<file path="src/common/ifpr_pkg.sv">
// constants, register map and types for the infrared frame parameter block
// Operation
// - 4M mode preamble count from bits 7:6: 00=16, 01=8, 10=4, 11=32.
// - bits 5:4 pick transmit trigger in empty entries; column set by size.
// - 1M mode start flag count equals the value in bits 3:0.
// - read-only eight-bit count of bytes held in receive FIFO, zero at reset.
// - transmit frame length is high byte over low byte; that many bytes sent.
// - low receive limit register holds limit bits 7:0, reset zero.
// - high receive limit register bits 5:0 are limit bits 13:8.
// - FIFO size select picks 64-byte or 16-byte threshold column.
// - frame over limit sets length error and drops data until frame start.
package ifpr_pkg;

  // ****************************************************************
  // register byte addresses
  // ****************************************************************
  localparam logic [31:0] ADR_PRE_TRIG  = 32'h4180_001C;
  localparam logic [31:0] ADR_RX_COUNT  = 32'h4180_0028;
  localparam logic [31:0] ADR_TXLEN_LO  = 32'h4180_002C;
  localparam logic [31:0] ADR_TXLEN_HI  = 32'h4180_0030;
  localparam logic [31:0] ADR_RXMAX_LO  = 32'h4180_0034;
  localparam logic [31:0] ADR_RXMAX_HI  = 32'h4180_0038;
  localparam logic [31:0] ADR_CTRL      = 32'h4180_0040;
  localparam logic [31:0] ADR_STATUS    = 32'h4180_0044;
  localparam logic [31:0] ADR_RX_DATA   = 32'h4180_0048;

  // ****************************************************************
  // reset values and field layout
  // ****************************************************************
  localparam logic [7:0] RST_PRE_TRIG   = 8'h12;
  localparam logic [7:0] RST_ZERO8      = 8'h00;
  localparam int         PRE_LSB        = 6;
  localparam int         TRIG_LSB       = 4;
  localparam int         SFLAG_LSB      = 0;
  localparam int         RXMAX_HI_W     = 6;
  localparam int         RXMAX_W        = 14;
  localparam int         CTRL_FIR_BIT   = 6;
  localparam int         CTRL_SIZE_BIT  = 5;
  localparam int         CTRL_RXRST_BIT = 1;
  localparam int         STAT_LENERR    = 4;
  localparam int         STAT_RXEMPTY   = 0;

  // ****************************************************************
  // preamble and trigger code tables
  // ****************************************************************
  localparam logic [5:0] PRE_CODE_00 = 6'h10;
  localparam logic [5:0] PRE_CODE_01 = 6'h08;
  localparam logic [5:0] PRE_CODE_10 = 6'h04;
  localparam logic [5:0] PRE_CODE_11 = 6'h20;
  localparam logic [6:0] TRIG_16_01  = 7'h0C;
  localparam logic [6:0] TRIG_16_10  = 7'h08;
  localparam logic [6:0] TRIG_16_11  = 7'h02;
  localparam logic [6:0] TRIG_64_01  = 7'h30;
  localparam logic [6:0] TRIG_64_10  = 7'h20;
  localparam logic [6:0] TRIG_64_11  = 7'h08;

  // ****************************************************************
  // bus answers and buffering
  // ****************************************************************
  localparam logic [1:0] RESP_OKAY   = 2'h0;
  localparam logic [1:0] RESP_SLVERR = 2'h2;
  localparam int         RX_FIFO_DEPTH = 8;
  localparam int         RX_FIFO_WIDTH = 8;

  typedef enum logic [1:0] {TX_IDLE, TX_HDR, TX_DATA} ifpr_tx_st_t;

endpackage

</file>
<file path="src/hw/ifpr_fifo.sv">
// flip-flop FIFO with valid/ready on both sides
`timescale 1ns/100ps
module ifpr_fifo
#(
  parameter int WIDTH = 8,
  parameter int DEPTH = 8
)
(
  // clock and control
  input  wire logic                       aclk,
  input  wire logic                       aresetn,
  input  wire logic                       ce,
  input  wire logic                       flush,
  // fill side
  input  wire logic                       in_valid,
  output logic                            in_ready,
  input  wire logic [WIDTH-1:0]           in_data,
  // drain side
  output logic                            out_valid,
  input  wire logic                       out_ready,
  output logic [WIDTH-1:0]                out_data
);

  localparam int PW = (DEPTH > 1) ? $clog2(DEPTH) : 1;

  initial
  begin
    if (DEPTH < 2 || (DEPTH & (DEPTH - 1)) != 0 || WIDTH < 1)
      $error("ifpr_fifo: DEPTH must be a power of two >= 2");
  end

  logic [WIDTH-1:0] mem_ff [DEPTH];
  logic [PW-1:0]    wr_ptr_ff;
  logic [PW-1:0]    rd_ptr_ff;
  logic [PW:0]      used_ff;
  logic             push;
  logic             pop;

  assign in_ready  = ce && !flush && (used_ff != (PW+1)'(DEPTH));
  assign out_valid = ce && !flush && (used_ff != '0);
  assign out_data  = mem_ff[rd_ptr_ff];
  assign push      = in_valid && in_ready;
  assign pop       = out_valid && out_ready;

  always_ff @(posedge aclk)
  begin
    if (ce && push)
      mem_ff[wr_ptr_ff] <= in_data;
  end

  always_ff @(posedge aclk)
  begin
    if (!aresetn)
    begin
      wr_ptr_ff <= '0;
      rd_ptr_ff <= '0;
      used_ff   <= '0;
    end
    else if (ce)
    begin
      if (flush)
      begin
        wr_ptr_ff <= '0;
        rd_ptr_ff <= '0;
        used_ff   <= '0;
      end
      else
      begin
        if (push)
          wr_ptr_ff <= wr_ptr_ff + PW'(1);
        if (pop)
          rd_ptr_ff <= rd_ptr_ff + PW'(1);
        if (push && !pop)
          used_ff <= used_ff + (PW+1)'(1);
        else if (pop && !push)
          used_ff <= used_ff - (PW+1)'(1);
      end
    end
  end

endmodule

</file>
<file path="src/hw/ifpr_top.sv">
// frame parameter registers, receive length guard and transmit header sequencer
`timescale 1ns/100ps
module ifpr_top
#(
  parameter int FIFO_DEPTH = ifpr_pkg::RX_FIFO_DEPTH
)
(
  // clock, reset, enable
  input  wire logic        aclk,
  input  wire logic        aresetn,
  input  wire logic        ce,
  // axi4-lite write address and data
  input  wire logic [31:0] s_axi_awaddr,
  input  wire logic        s_axi_awvalid,
  output logic             s_axi_awready,
  input  wire logic [31:0] s_axi_wdata,
  input  wire logic [3:0]  s_axi_wstrb,
  input  wire logic        s_axi_wvalid,
  output logic             s_axi_wready,
  // axi4-lite write response
  output logic [1:0]       s_axi_bresp,
  output logic             s_axi_bvalid,
  input  wire logic        s_axi_bready,
  // axi4-lite read
  input  wire logic [31:0] s_axi_araddr,
  input  wire logic        s_axi_arvalid,
  output logic             s_axi_arready,
  output logic [31:0]      s_axi_rdata,
  output logic [1:0]       s_axi_rresp,
  output logic             s_axi_rvalid,
  input  wire logic        s_axi_rready,
  // receive byte stream from line decoder
  input  wire logic        rx_bof,
  input  wire logic        rx_byte_valid,
  input  wire logic [7:0]  rx_byte,
  output logic             rx_byte_ready,
  // transmit framing toward line encoder
  input  wire logic        tx_go,
  output logic             tx_sym_valid,
  output logic             tx_sym_is_data,
  input  wire logic        tx_sym_ready,
  output logic             tx_busy,
  output logic             tx_done,
  input  wire logic [6:0]  tx_fifo_free,
  output logic             tx_trigger,
  // configuration and status
  output logic             fifo_size_64,
  output logic             fir_mode,
  output logic             rx_len_error
);
  import ifpr_pkg::*;

  initial
  begin
    if (FIFO_DEPTH < 2 || FIFO_DEPTH > 255)
      $error("ifpr_top: FIFO_DEPTH must lie in 2..255");
  end

  // ****************************************************************
  // registers
  // ****************************************************************
  logic [7:0]  pre_trig_ff;
  logic [7:0]  txlen_lo_ff;
  logic [7:0]  txlen_hi_ff;
  logic [7:0]  rxmax_lo_ff;
  logic [RXMAX_HI_W-1:0] rxmax_hi_ff;
  logic        size64_ff;
  logic        fir_ff;
  logic        rx_flush_ff;
  logic        len_err_ff;
  logic [7:0]  rx_count_ff;

  // ****************************************************************
  // bus slave state
  // ****************************************************************
  logic        aw_held_ff;
  logic [31:0] aw_addr_ff;
  logic        w_held_ff;
  logic [31:0] w_data_ff;
  logic [3:0]  w_strb_ff;
  logic        bvalid_ff;
  logic [1:0]  bresp_ff;
  logic        rvalid_ff;
  logic [31:0] rdata_ff;
  logic [1:0]  rresp_ff;
  logic        wr_fire;
  logic        rd_fire;
  logic        wr_lane0;
  logic [31:0] nxt_rdata;
  logic        nxt_rd_ok;

  // ****************************************************************
  // datapath wires
  // ****************************************************************
  logic        fifo_in_ready;
  logic        fifo_out_valid;
  logic [7:0]  fifo_out_data;
  logic        rx_push;
  logic        rx_pop;
  logic        rx_over;
  logic        rx_drop_ff;
  logic [RXMAX_W:0] rx_frame_cnt_ff;
  logic [RXMAX_W:0] rx_cnt_base;
  logic        rx_drop_eff;
  logic [RXMAX_W-1:0] rx_limit;
  logic        len_err_set;
  logic        len_err_clr;

  ifpr_tx_st_t tx_state_ff;
  logic [15:0] tx_left_ff;
  logic [5:0]  hdr_left_ff;
  logic        tx_done_ff;
  logic        tx_trig_ff;
  logic        sym_take;
  logic [5:0]  pre_len;
  logic [6:0]  trig_lvl;

  // ****************************************************************
  // axi4-lite write channel
  // ****************************************************************
  assign s_axi_awready = ce && !aw_held_ff && !bvalid_ff;
  assign s_axi_wready  = ce && !w_held_ff && !bvalid_ff;
  assign s_axi_bvalid  = bvalid_ff;
  assign s_axi_bresp   = bresp_ff;
  assign wr_fire       = aw_held_ff && w_held_ff && !bvalid_ff;
  assign wr_lane0      = wr_fire && w_strb_ff[0];

  always_ff @(posedge aclk)
  begin
    if (!aresetn)
    begin
      aw_held_ff <= 1'b0;
      aw_addr_ff <= 32'h0000_0000;
      w_held_ff  <= 1'b0;
      w_data_ff  <= 32'h0000_0000;
      w_strb_ff  <= 4'h0;
      bvalid_ff  <= 1'b0;
      bresp_ff   <= RESP_OKAY;
    end
    else if (ce)
    begin
      if (s_axi_awvalid && s_axi_awready)
      begin
        aw_held_ff <= 1'b1;
        aw_addr_ff <= s_axi_awaddr;
      end
      if (s_axi_wvalid && s_axi_wready)
      begin
        w_held_ff <= 1'b1;
        w_data_ff <= s_axi_wdata;
        w_strb_ff <= s_axi_wstrb;
      end
      if (wr_fire)
      begin
        aw_held_ff <= 1'b0;
        w_held_ff  <= 1'b0;
        bvalid_ff  <= 1'b1;
        case (aw_addr_ff)
          ADR_PRE_TRIG, ADR_RX_COUNT, ADR_TXLEN_LO, ADR_TXLEN_HI,
          ADR_RXMAX_LO, ADR_RXMAX_HI, ADR_CTRL, ADR_STATUS, ADR_RX_DATA:
            bresp_ff <= RESP_OKAY;
          default:
            bresp_ff <= RESP_SLVERR;
        endcase
      end
      else if (bvalid_ff && s_axi_bready)
        bvalid_ff <= 1'b0;
    end
  end

  // ****************************************************************
  // writable configuration
  // ****************************************************************
  always_ff @(posedge aclk)
  begin
    if (!aresetn)
    begin
      pre_trig_ff <= RST_PRE_TRIG;
      txlen_lo_ff <= RST_ZERO8;
      txlen_hi_ff <= RST_ZERO8;
      rxmax_lo_ff <= RST_ZERO8;
      rxmax_hi_ff <= RXMAX_HI_W'(RST_ZERO8);
      size64_ff   <= 1'b0;
      fir_ff      <= 1'b0;
    end
    else if (ce && wr_lane0)
    begin
      case (aw_addr_ff)
        ADR_PRE_TRIG: pre_trig_ff <= w_data_ff[7:0];
        ADR_TXLEN_LO: txlen_lo_ff <= w_data_ff[7:0];
        ADR_TXLEN_HI: txlen_hi_ff <= w_data_ff[7:0];
        // limit low byte
        // limit bits 7:0
        ADR_RXMAX_LO: rxmax_lo_ff <= w_data_ff[7:0];
        ADR_RXMAX_HI: rxmax_hi_ff <= w_data_ff[RXMAX_HI_W-1:0];
        ADR_CTRL:
        begin
          size64_ff <= w_data_ff[CTRL_SIZE_BIT];
          fir_ff    <= w_data_ff[CTRL_FIR_BIT];
        end
        default: ;
      endcase
    end
  end

  // self-clearing receive FIFO reset
  always_ff @(posedge aclk)
  begin
    if (!aresetn)
      rx_flush_ff <= 1'b0;
    else if (ce)
      rx_flush_ff <= wr_lane0 && (aw_addr_ff == ADR_CTRL)
                     && w_data_ff[CTRL_RXRST_BIT];
  end

  // ****************************************************************
  // axi4-lite read channel
  // ****************************************************************
  assign s_axi_arready = ce && !rvalid_ff;
  assign s_axi_rvalid  = rvalid_ff;
  assign s_axi_rdata   = rdata_ff;
  assign s_axi_rresp   = rresp_ff;
  assign rd_fire       = s_axi_arvalid && s_axi_arready;

  always_comb
  begin
    nxt_rdata = 32'h0000_0000;
    nxt_rd_ok = 1'b1;
    case (s_axi_araddr)
      ADR_PRE_TRIG: nxt_rdata[7:0] = pre_trig_ff;
      ADR_RX_COUNT: nxt_rdata[7:0] = rx_count_ff;
      ADR_TXLEN_LO: nxt_rdata[7:0] = txlen_lo_ff;
      ADR_TXLEN_HI: nxt_rdata[7:0] = txlen_hi_ff;
      ADR_RXMAX_LO: nxt_rdata[7:0] = rxmax_lo_ff;
      ADR_RXMAX_HI: nxt_rdata[RXMAX_HI_W-1:0] = rxmax_hi_ff;
      ADR_CTRL:
      begin
        nxt_rdata[CTRL_SIZE_BIT] = size64_ff;
        nxt_rdata[CTRL_FIR_BIT]  = fir_ff;
      end
      ADR_STATUS:
      begin
        nxt_rdata[STAT_LENERR]  = len_err_ff;
        nxt_rdata[STAT_RXEMPTY] = !fifo_out_valid;
      end
      ADR_RX_DATA:
        nxt_rdata[7:0] = fifo_out_valid ? fifo_out_data : 8'h00;
      default:
        nxt_rd_ok = 1'b0;
    endcase
  end

  always_ff @(posedge aclk)
  begin
    if (!aresetn)
    begin
      rvalid_ff <= 1'b0;
      rdata_ff  <= 32'h0000_0000;
      rresp_ff  <= RESP_OKAY;
    end
    else if (ce)
    begin
      if (rd_fire)
      begin
        rvalid_ff <= 1'b1;
        rdata_ff  <= nxt_rdata;
        rresp_ff  <= nxt_rd_ok ? RESP_OKAY : RESP_SLVERR;
      end
      else if (rvalid_ff && s_axi_rready)
        rvalid_ff <= 1'b0;
    end
  end

  // ****************************************************************
  // receive path and length guard
  // ****************************************************************
  // 14-bit limit
  assign rx_limit    = {rxmax_hi_ff, rxmax_lo_ff};
  assign rx_cnt_base = rx_bof ? '0 : rx_frame_cnt_ff;
  assign rx_drop_eff = rx_bof ? 1'b0 : rx_drop_ff;
  assign rx_over     = (rx_cnt_base + (RXMAX_W+1)'(1))
                       > {1'b0, rx_limit};
  assign rx_byte_ready = ce && (rx_drop_eff || rx_over || fifo_in_ready);
  assign rx_push     = rx_byte_valid && ce && !rx_drop_eff && !rx_over
                       && fifo_in_ready;
  assign rx_pop      = rd_fire && (s_axi_araddr == ADR_RX_DATA)
                       && fifo_out_valid;
  assign len_err_set = rx_byte_valid && ce && !rx_drop_eff && rx_over;
  assign len_err_clr = rd_fire && (s_axi_araddr == ADR_STATUS);

  ifpr_fifo
  #(
    .WIDTH (RX_FIFO_WIDTH),
    .DEPTH (FIFO_DEPTH)
  )
  u_rx_fifo
  (
    .aclk      (aclk),
    .aresetn   (aresetn),
    .ce        (ce),
    .flush     (rx_flush_ff),
    .in_valid  (rx_push),
    .in_ready  (fifo_in_ready),
    .in_data   (rx_byte),
    .out_valid (fifo_out_valid),
    .out_ready (rx_pop),
    .out_data  (fifo_out_data)
  );

  always_ff @(posedge aclk)
  begin
    if (!aresetn)
    begin
      rx_frame_cnt_ff <= '0;
      rx_drop_ff      <= 1'b0;
    end
    else if (ce)
    begin
      if (rx_bof)
      begin
        rx_frame_cnt_ff <= '0;
        rx_drop_ff      <= 1'b0;
      end
      if (rx_push)
        rx_frame_cnt_ff <= rx_cnt_base + (RXMAX_W+1)'(1);
      if (len_err_set)
        rx_drop_ff <= 1'b1;
    end
  end

  // length error, set wins over clear-on-read
  always_ff @(posedge aclk)
  begin
    if (!aresetn)
      len_err_ff <= 1'b0;
    else if (ce)
    begin
      if (len_err_set)
        len_err_ff <= 1'b1;
      else if (len_err_clr)
        len_err_ff <= 1'b0;
    end
  end

  // push up, read down, reset clears
  always_ff @(posedge aclk)
  begin
    if (!aresetn)
      rx_count_ff <= RST_ZERO8;
    else if (ce)
    begin
      if (rx_flush_ff)
        rx_count_ff <= RST_ZERO8;
      else if (rx_push && !rx_pop)
        rx_count_ff <= rx_count_ff + 8'h01;
      else if (rx_pop && !rx_push)
        rx_count_ff <= rx_count_ff - 8'h01;
    end
  end

  // ****************************************************************
  // transmit trigger level
  // ****************************************************************
  always_comb
  begin
    trig_lvl = 7'h00;
    case (pre_trig_ff[TRIG_LSB+1:TRIG_LSB])
      2'h1:    trig_lvl = size64_ff ? TRIG_64_01 : TRIG_16_01;
      2'h2:    trig_lvl = size64_ff ? TRIG_64_10 : TRIG_16_10;
      2'h3:    trig_lvl = size64_ff ? TRIG_64_11 : TRIG_16_11;
      default: trig_lvl = 7'h00;
    endcase
  end

  always_ff @(posedge aclk)
  begin
    if (!aresetn)
      tx_trig_ff <= 1'b0;
    else if (ce)
      tx_trig_ff <= (trig_lvl != 7'h00) && (tx_fifo_free >= trig_lvl);
  end

  // ****************************************************************
  // transmit header and length sequencer
  // ****************************************************************
  always_comb
  begin
    pre_len = PRE_CODE_00;
    case (pre_trig_ff[PRE_LSB+1:PRE_LSB])
      2'h0:    pre_len = PRE_CODE_00;
      2'h1:    pre_len = PRE_CODE_01;
      2'h2:    pre_len = PRE_CODE_10;
      2'h3:    pre_len = PRE_CODE_11;
      default: pre_len = PRE_CODE_00;
    endcase
  end

  assign sym_take = tx_sym_valid && tx_sym_ready;

  always_ff @(posedge aclk)
  begin
    if (!aresetn)
    begin
      tx_state_ff <= TX_IDLE;
      tx_left_ff  <= 16'h0000;
      hdr_left_ff <= 6'h00;
      tx_done_ff  <= 1'b0;
    end
    else if (ce)
    begin
      tx_done_ff <= 1'b0;
      case (tx_state_ff)
        TX_IDLE:
          if (tx_go)
          begin
            tx_left_ff  <= {txlen_hi_ff, txlen_lo_ff};
            // relies on value of three or more
            hdr_left_ff <= fir_ff ? pre_len
                           : {2'h0, pre_trig_ff[SFLAG_LSB+3:SFLAG_LSB]};
            tx_state_ff <= TX_HDR;
          end
        TX_HDR:
          if (hdr_left_ff == 6'h00)
            tx_state_ff <= TX_DATA;
          else if (sym_take)
            hdr_left_ff <= hdr_left_ff - 6'h01;
        TX_DATA:
          if (tx_left_ff == 16'h0000)
          begin
            tx_state_ff <= TX_IDLE;
            tx_done_ff  <= 1'b1;
          end
          else if (sym_take)
            tx_left_ff <= tx_left_ff - 16'h0001;
        default:
          tx_state_ff <= TX_IDLE;
      endcase
    end
  end

  assign tx_sym_valid   = ce && (((tx_state_ff == TX_HDR)
                                  && (hdr_left_ff != 6'h00))
                                 || ((tx_state_ff == TX_DATA)
                                  && (tx_left_ff != 16'h0000)));
  assign tx_sym_is_data = (tx_state_ff == TX_DATA);
  assign tx_busy        = (tx_state_ff != TX_IDLE);
  assign tx_done        = tx_done_ff;
  assign tx_trigger     = tx_trig_ff;
  assign fifo_size_64   = size64_ff;
  assign fir_mode       = fir_ff;
  assign rx_len_error   = len_err_ff;

endmodule

</file>
<file path="config.mk">
export PLATFORM = sky130hd
export DESIGN_NAME = ifpr_top
export DESIGN_NICKNAME = d
export VERILOG_FILES = /design/src/common/ifpr_pkg.sv /design/src/hw/ifpr_fifo.sv /design/src/hw/ifpr_top.sv
export SDC_FILE = /design/constraint.sdc
export NUM_CORES = 1
export LEC_CHECK = 0
export ABC_CLOCK_PERIOD_IN_PS = 8650
export BUFFER_PORTS_ARGS = -buffer_cell sky130_fd_sc_hd__clkbuf_2
export CAP_MARGIN = 30
export CORE_UTILIZATION = 35
export DETAILED_ROUTE_END_ITERATION = 10
export HOLD_SLACK_MARGIN = 0.06
export SLEW_MARGIN = 15
export SYNTH_ARGS = -nofsm -noshare
export SYNTH_HDL_FRONTEND = slang
export SYNTH_HIERARCHICAL = 1
export SYNTH_SLANG_ARGS = --single-unit
export TNS_END_PERCENT = 5
</file>
<file path="constraint.sdc">
create_clock -name aclk -period 8.65 [get_ports aclk]
set_clock_uncertainty 0.2 [all_clocks]
set_input_delay 0.865 -clock aclk [delete_from_list [all_inputs] [get_ports aclk]]
set_output_delay 0.865 -clock aclk [all_outputs]
set_load 0.05 [all_outputs]
</file>
==> results.yml <==
floorplanning:
  core-area_um2: 31720
  num_io_pins: 177
  dieArea_um2: 33170
  die_h_um: 182.1
  fp.dieW_um: 182.1
  rows: 65
  start_util_pct: 35.80
timing:
  worstMarginPinSlew_ns: 0.9181
  fin_tns_setup_ns: 0
  maxSlewHeadroom_pct: 38.57
  period_share_pct: 67.59
  rsz0062_at_grt: "false"
  report.final.slew_viol_count: 0
  setup_viol: 0
  finalHoldViolCount: 0
  fin_crit_ns: 5.847
  fmax_mhz: 171.0
clock_tree:
  cts_setup_buffers: 0
  cts_made_buffers: 26
  post_cts_resized: 0
  ctsHoldBuffers: 0
  clk_pin_slew_ns: 0.06
  cts.htree.levels: 1
  cts_sinks: 224
  cts_tree: "yes"
  root_buffer: "clkbuf_16"
  insertion_delay_ns: 0.54
  cts_max_path_buffers: 3
route:
  routed_wl_um: 28670
  viasPerCell: 5.237
  drtAntennaViolNets: 0
  dr.pass1.iters: 5
  drt_iter0_markers: 716
  drc_errors: 0
  wl_per_cell_um: 16.67
  vias: 9008
place:
  gp_congestion: 0.8592
  io_buffers: 123
  dpl.hpwl_um: 20050
global_routing:
  grt-ovfl-total: 0
  antenna_found_initial: 0
  grt_pass1_vias: 8663
  grt_start_max_net_pins: 78
  grt_pass1_wl_um: 45860
  grt_usage_pct: 17.05
yosys:
  synth_ff_type: "dfxtp_1"
  synthArstFlopShare_pct: 0
  netlist_area_um2: 11360
  yosysWarningCount: 6
  ys_ff_latch: 224
  synth_edf_count: 64
  yosysSeqAreaShare_pct: 45.13
  synth.distinct_cells: 90
  syn_area_per_cell_um2: 9.479
  syn_inst: 1198
critical_path:
  reg2reg_slack_ns: 2.91
  critPathKind: "in -> reg"
  cp.arrival_ns: 6.07
  cp.required_ns: 8.88
  critPathMaxFanout: 33
  crit_path_end_kind: "flip-flop"
  cp-start-kind: "primary input"
run_status:
  outcome: "completed"
min_path:
  hold_path.class: "reg -> reg"
finish:
  area_growth_pct: 15.18
  final_layout_size_suffix_gt1_share_pct: 17.46
  layout.nets: 1458
  final_util_pct: 41.24
job:
  cap_viol_max_count: 0
power:
  vdd_drop_max_v: 0.0001259
  power_density_nw_per_um2: 184.6
  cellLeakagePower_nw: 5.158
## cell usage after synthesis, types with 13 or more instances
cell | n | area share [%]
dfxtp_1 | 160 | 28
nand2_1 | 145 | 4.8
nor2_1 | 127 | 4.2
a21oi_1 | 90 | 4.0
edfxtp_1 | 64 | 17
mux2i_1 | 59 | 5.2
clkbuf_1 | 46 | 1.5
o21ai_0 | 40 | 1.8
inv_1 | 39 | 1.3
nor3_1 | 33 | 1.5
ha_1 | 31 | 3.4
buf_4 | 30 | 2.0
nand3_1 | 22 | 0.97
xnor2_1 | 18 | 1.4
mux4_2 | 16 | 3.2
nor4_1 | 15 | 0.83
nand2b_1 | 14 | 0.77
nor2b_1 | 14 | 0.77
or3_1 | 13 | 0.72
## placed cells by master, fill, tap and decap left out, types with 5 or more instances in the layout
| master | synthesis | layout |
|---|---|---|
| dfxtp_1 | 160 | 160 |
| nand2_1 | 145 | 145 |
| nor2_1 | 127 | 127 |
| clkbuf_2 | 0 | 123 |
| a21oi_1 | 90 | 90 |
| edfxtp_1 | 64 | 64 |
| mux2i_1 | 59 | 59 |
| o21ai_0 | 40 | 40 |
| inv_1 | 39 | 39 |
| nor3_1 | 33 | 33 |
| ha_1 | 31 | 31 |
| conb_1 | 1 | 26 |
| clkbuf_16 | 0 | 26 |
| nand3_1 | 22 | 22 |
| xnor2_1 | 18 | 18 |
| mux4_2 | 16 | 16 |
| nor4_1 | 15 | 15 |
| nor2b_1 | 14 | 14 |
| nand2b_1 | 14 | 14 |
| or3_1 | 13 | 13 |
| o22ai_1 | 11 | 11 |
| buf_4 | 30 | 11 |
| a21o_1 | 10 | 10 |
| nand3b_1 | 10 | 10 |
| xor2_1 | 9 | 9 |
| o211ai_1 | 9 | 9 |
| mux2_2 | 9 | 9 |
| and3_1 | 7 | 7 |
| o21a_1 | 7 | 7 |
| and2_1 | 7 | 7 |
| a22oi_1 | 7 | 7 |
| clkbuf_1 | 46 | 7 |
| a31oi_1 | 6 | 6 |
| nand4_1 | 6 | 6 |
| a211oi_1 | 6 | 6 |
| a22o_1 | 6 | 6 |
| nor3b_1 | 5 | 5 |
## layout make-up
type | instances | area, um2
repair buffers | 137 | 745.7
flip-flops and latches | 224 | 5125
inverters | 41 | 155.1
clock buffers | 36 | 718.2
clock inverters | 11 | 147.6
diodes | 1 | 2.502
multi-input cells | 868 | 5683
fillers | 3128 | 18640
well taps | 402 | 503.0
## registers in the layout, indices dropped and copies added (netlist names), 2 cells and up, named ones only
register             cells
rxmax_lo_ff              8
u_rx_fifo/rd_ptr_ff      3
pre_trig_ff              8
u_rx_fifo/wr_ptr_ff      3
rxmax_hi_ff              6
w_data_ff                8
tx_left_ff              16
aw_addr_ff              32
tx_state_ff              2
u_rx_fifo/mem_ff        64
txlen_hi_ff              8
s_axi_rdata              8
rx_frame_cnt_ff         15
u_rx_fifo/used_ff        4
hdr_left_ff              6
rx_count_ff              8
txlen_lo_ff              8
## final timing paths
check / start / end / depth (start not counted)
max: rx_bof / rx_count_ff[7] / 21
max reg2reg: rx_frame_cnt_ff[0] / rx_count_ff[7] / 21
min reg2reg: aw_addr_ff[0] / aw_addr_ff[0] / 2
min: aw_addr_ff[0] / aw_addr_ff[0] / 2
## worst max-delay path: stages
cell and delay, ns:
clkbuf_2 0.37, nor4_1 0.78, and3_1 0.37, nand3_1 0.16
xor2_1 0.15, nor2_1 0.07, ha_1 0.23, a21o_1 0.18
a211o_1 0.33, a2111oi_4 0.32, a211oi_2 0.17, nor2_2 0.16
nand2_1 0.21, ha_1 0.35, a21o_1 0.10, nand2_1 0.07
a21oi_1 0.22, nor4_1 0.08, nor3_1 0.44, o22ai_1 0.12
o31a_1 0.30
## metrics by stage
stage | setup slack [ns] | total power (W) | cell area, um2 | hold slack [ns] | cells
finish | 2.803 | 0.002414 | 13080 | 0.2569 | 1720
global route | 2.361 | 0.002501 | 13080 | 0.2803 | 1719
CTS | 2.868 | 0.002438 | 13060 | 0.2555 | 1717
detailed placement | 2.322 | 0.001329 | 12200 | 0.2472 | 1670
global placement | 2.415 | 0.001323 | 12150 | 0.2413 | 1667
floorplan | 2.974 | 0.001274 | 11450 | 0.2307 | 1223
## power breakdown
part / total [W] / switching (W) / internal, W / leakage [nW]
sequential: 0.00111 / 0.0000170 / 0.00110 / 1.87
clock: 0.00111 / 0.000438 / 0.000670 / 0.417
combinational: 0.000193 / 0.000134 / 0.0000593 / 2.87
total: 0.00241 / 0.000590 / 0.00182 / 5.16
## cells by family (layout without fill, tap and decap cells)
logic type	count (synthesis)	in the layout	synth area share [%]
simple gates	451	451	19.33
other cells	1	27	0.03302
buf+inv	131	225	5.652
xor+xnor	27	27	2.082
flops	224	224	45.13
mux	84	84	9.266
compound gates	247	247	14.74
fa+ha+maj	33	33	3.768
## routing by layer
| layer | vias to the layer above | part of all wire (%) | wire [um] | global-route usage, % |
|---|---|---|---|---|
| met4 | 0 | 1.7 | 493 | 3.966 |
| met3 | 37 | 4.1 | 1172 | 2.375 |
| li1 | 4464 | - | - | - |
| met2 | 173 | 48 | 13740 | 29.38 |
| met5 | - | 0 | 0 | 0 |
| met1 | 4334 | 46 | 13270 | 22.56 |
No activity file was read; power rests on OpenSTA's default activity.
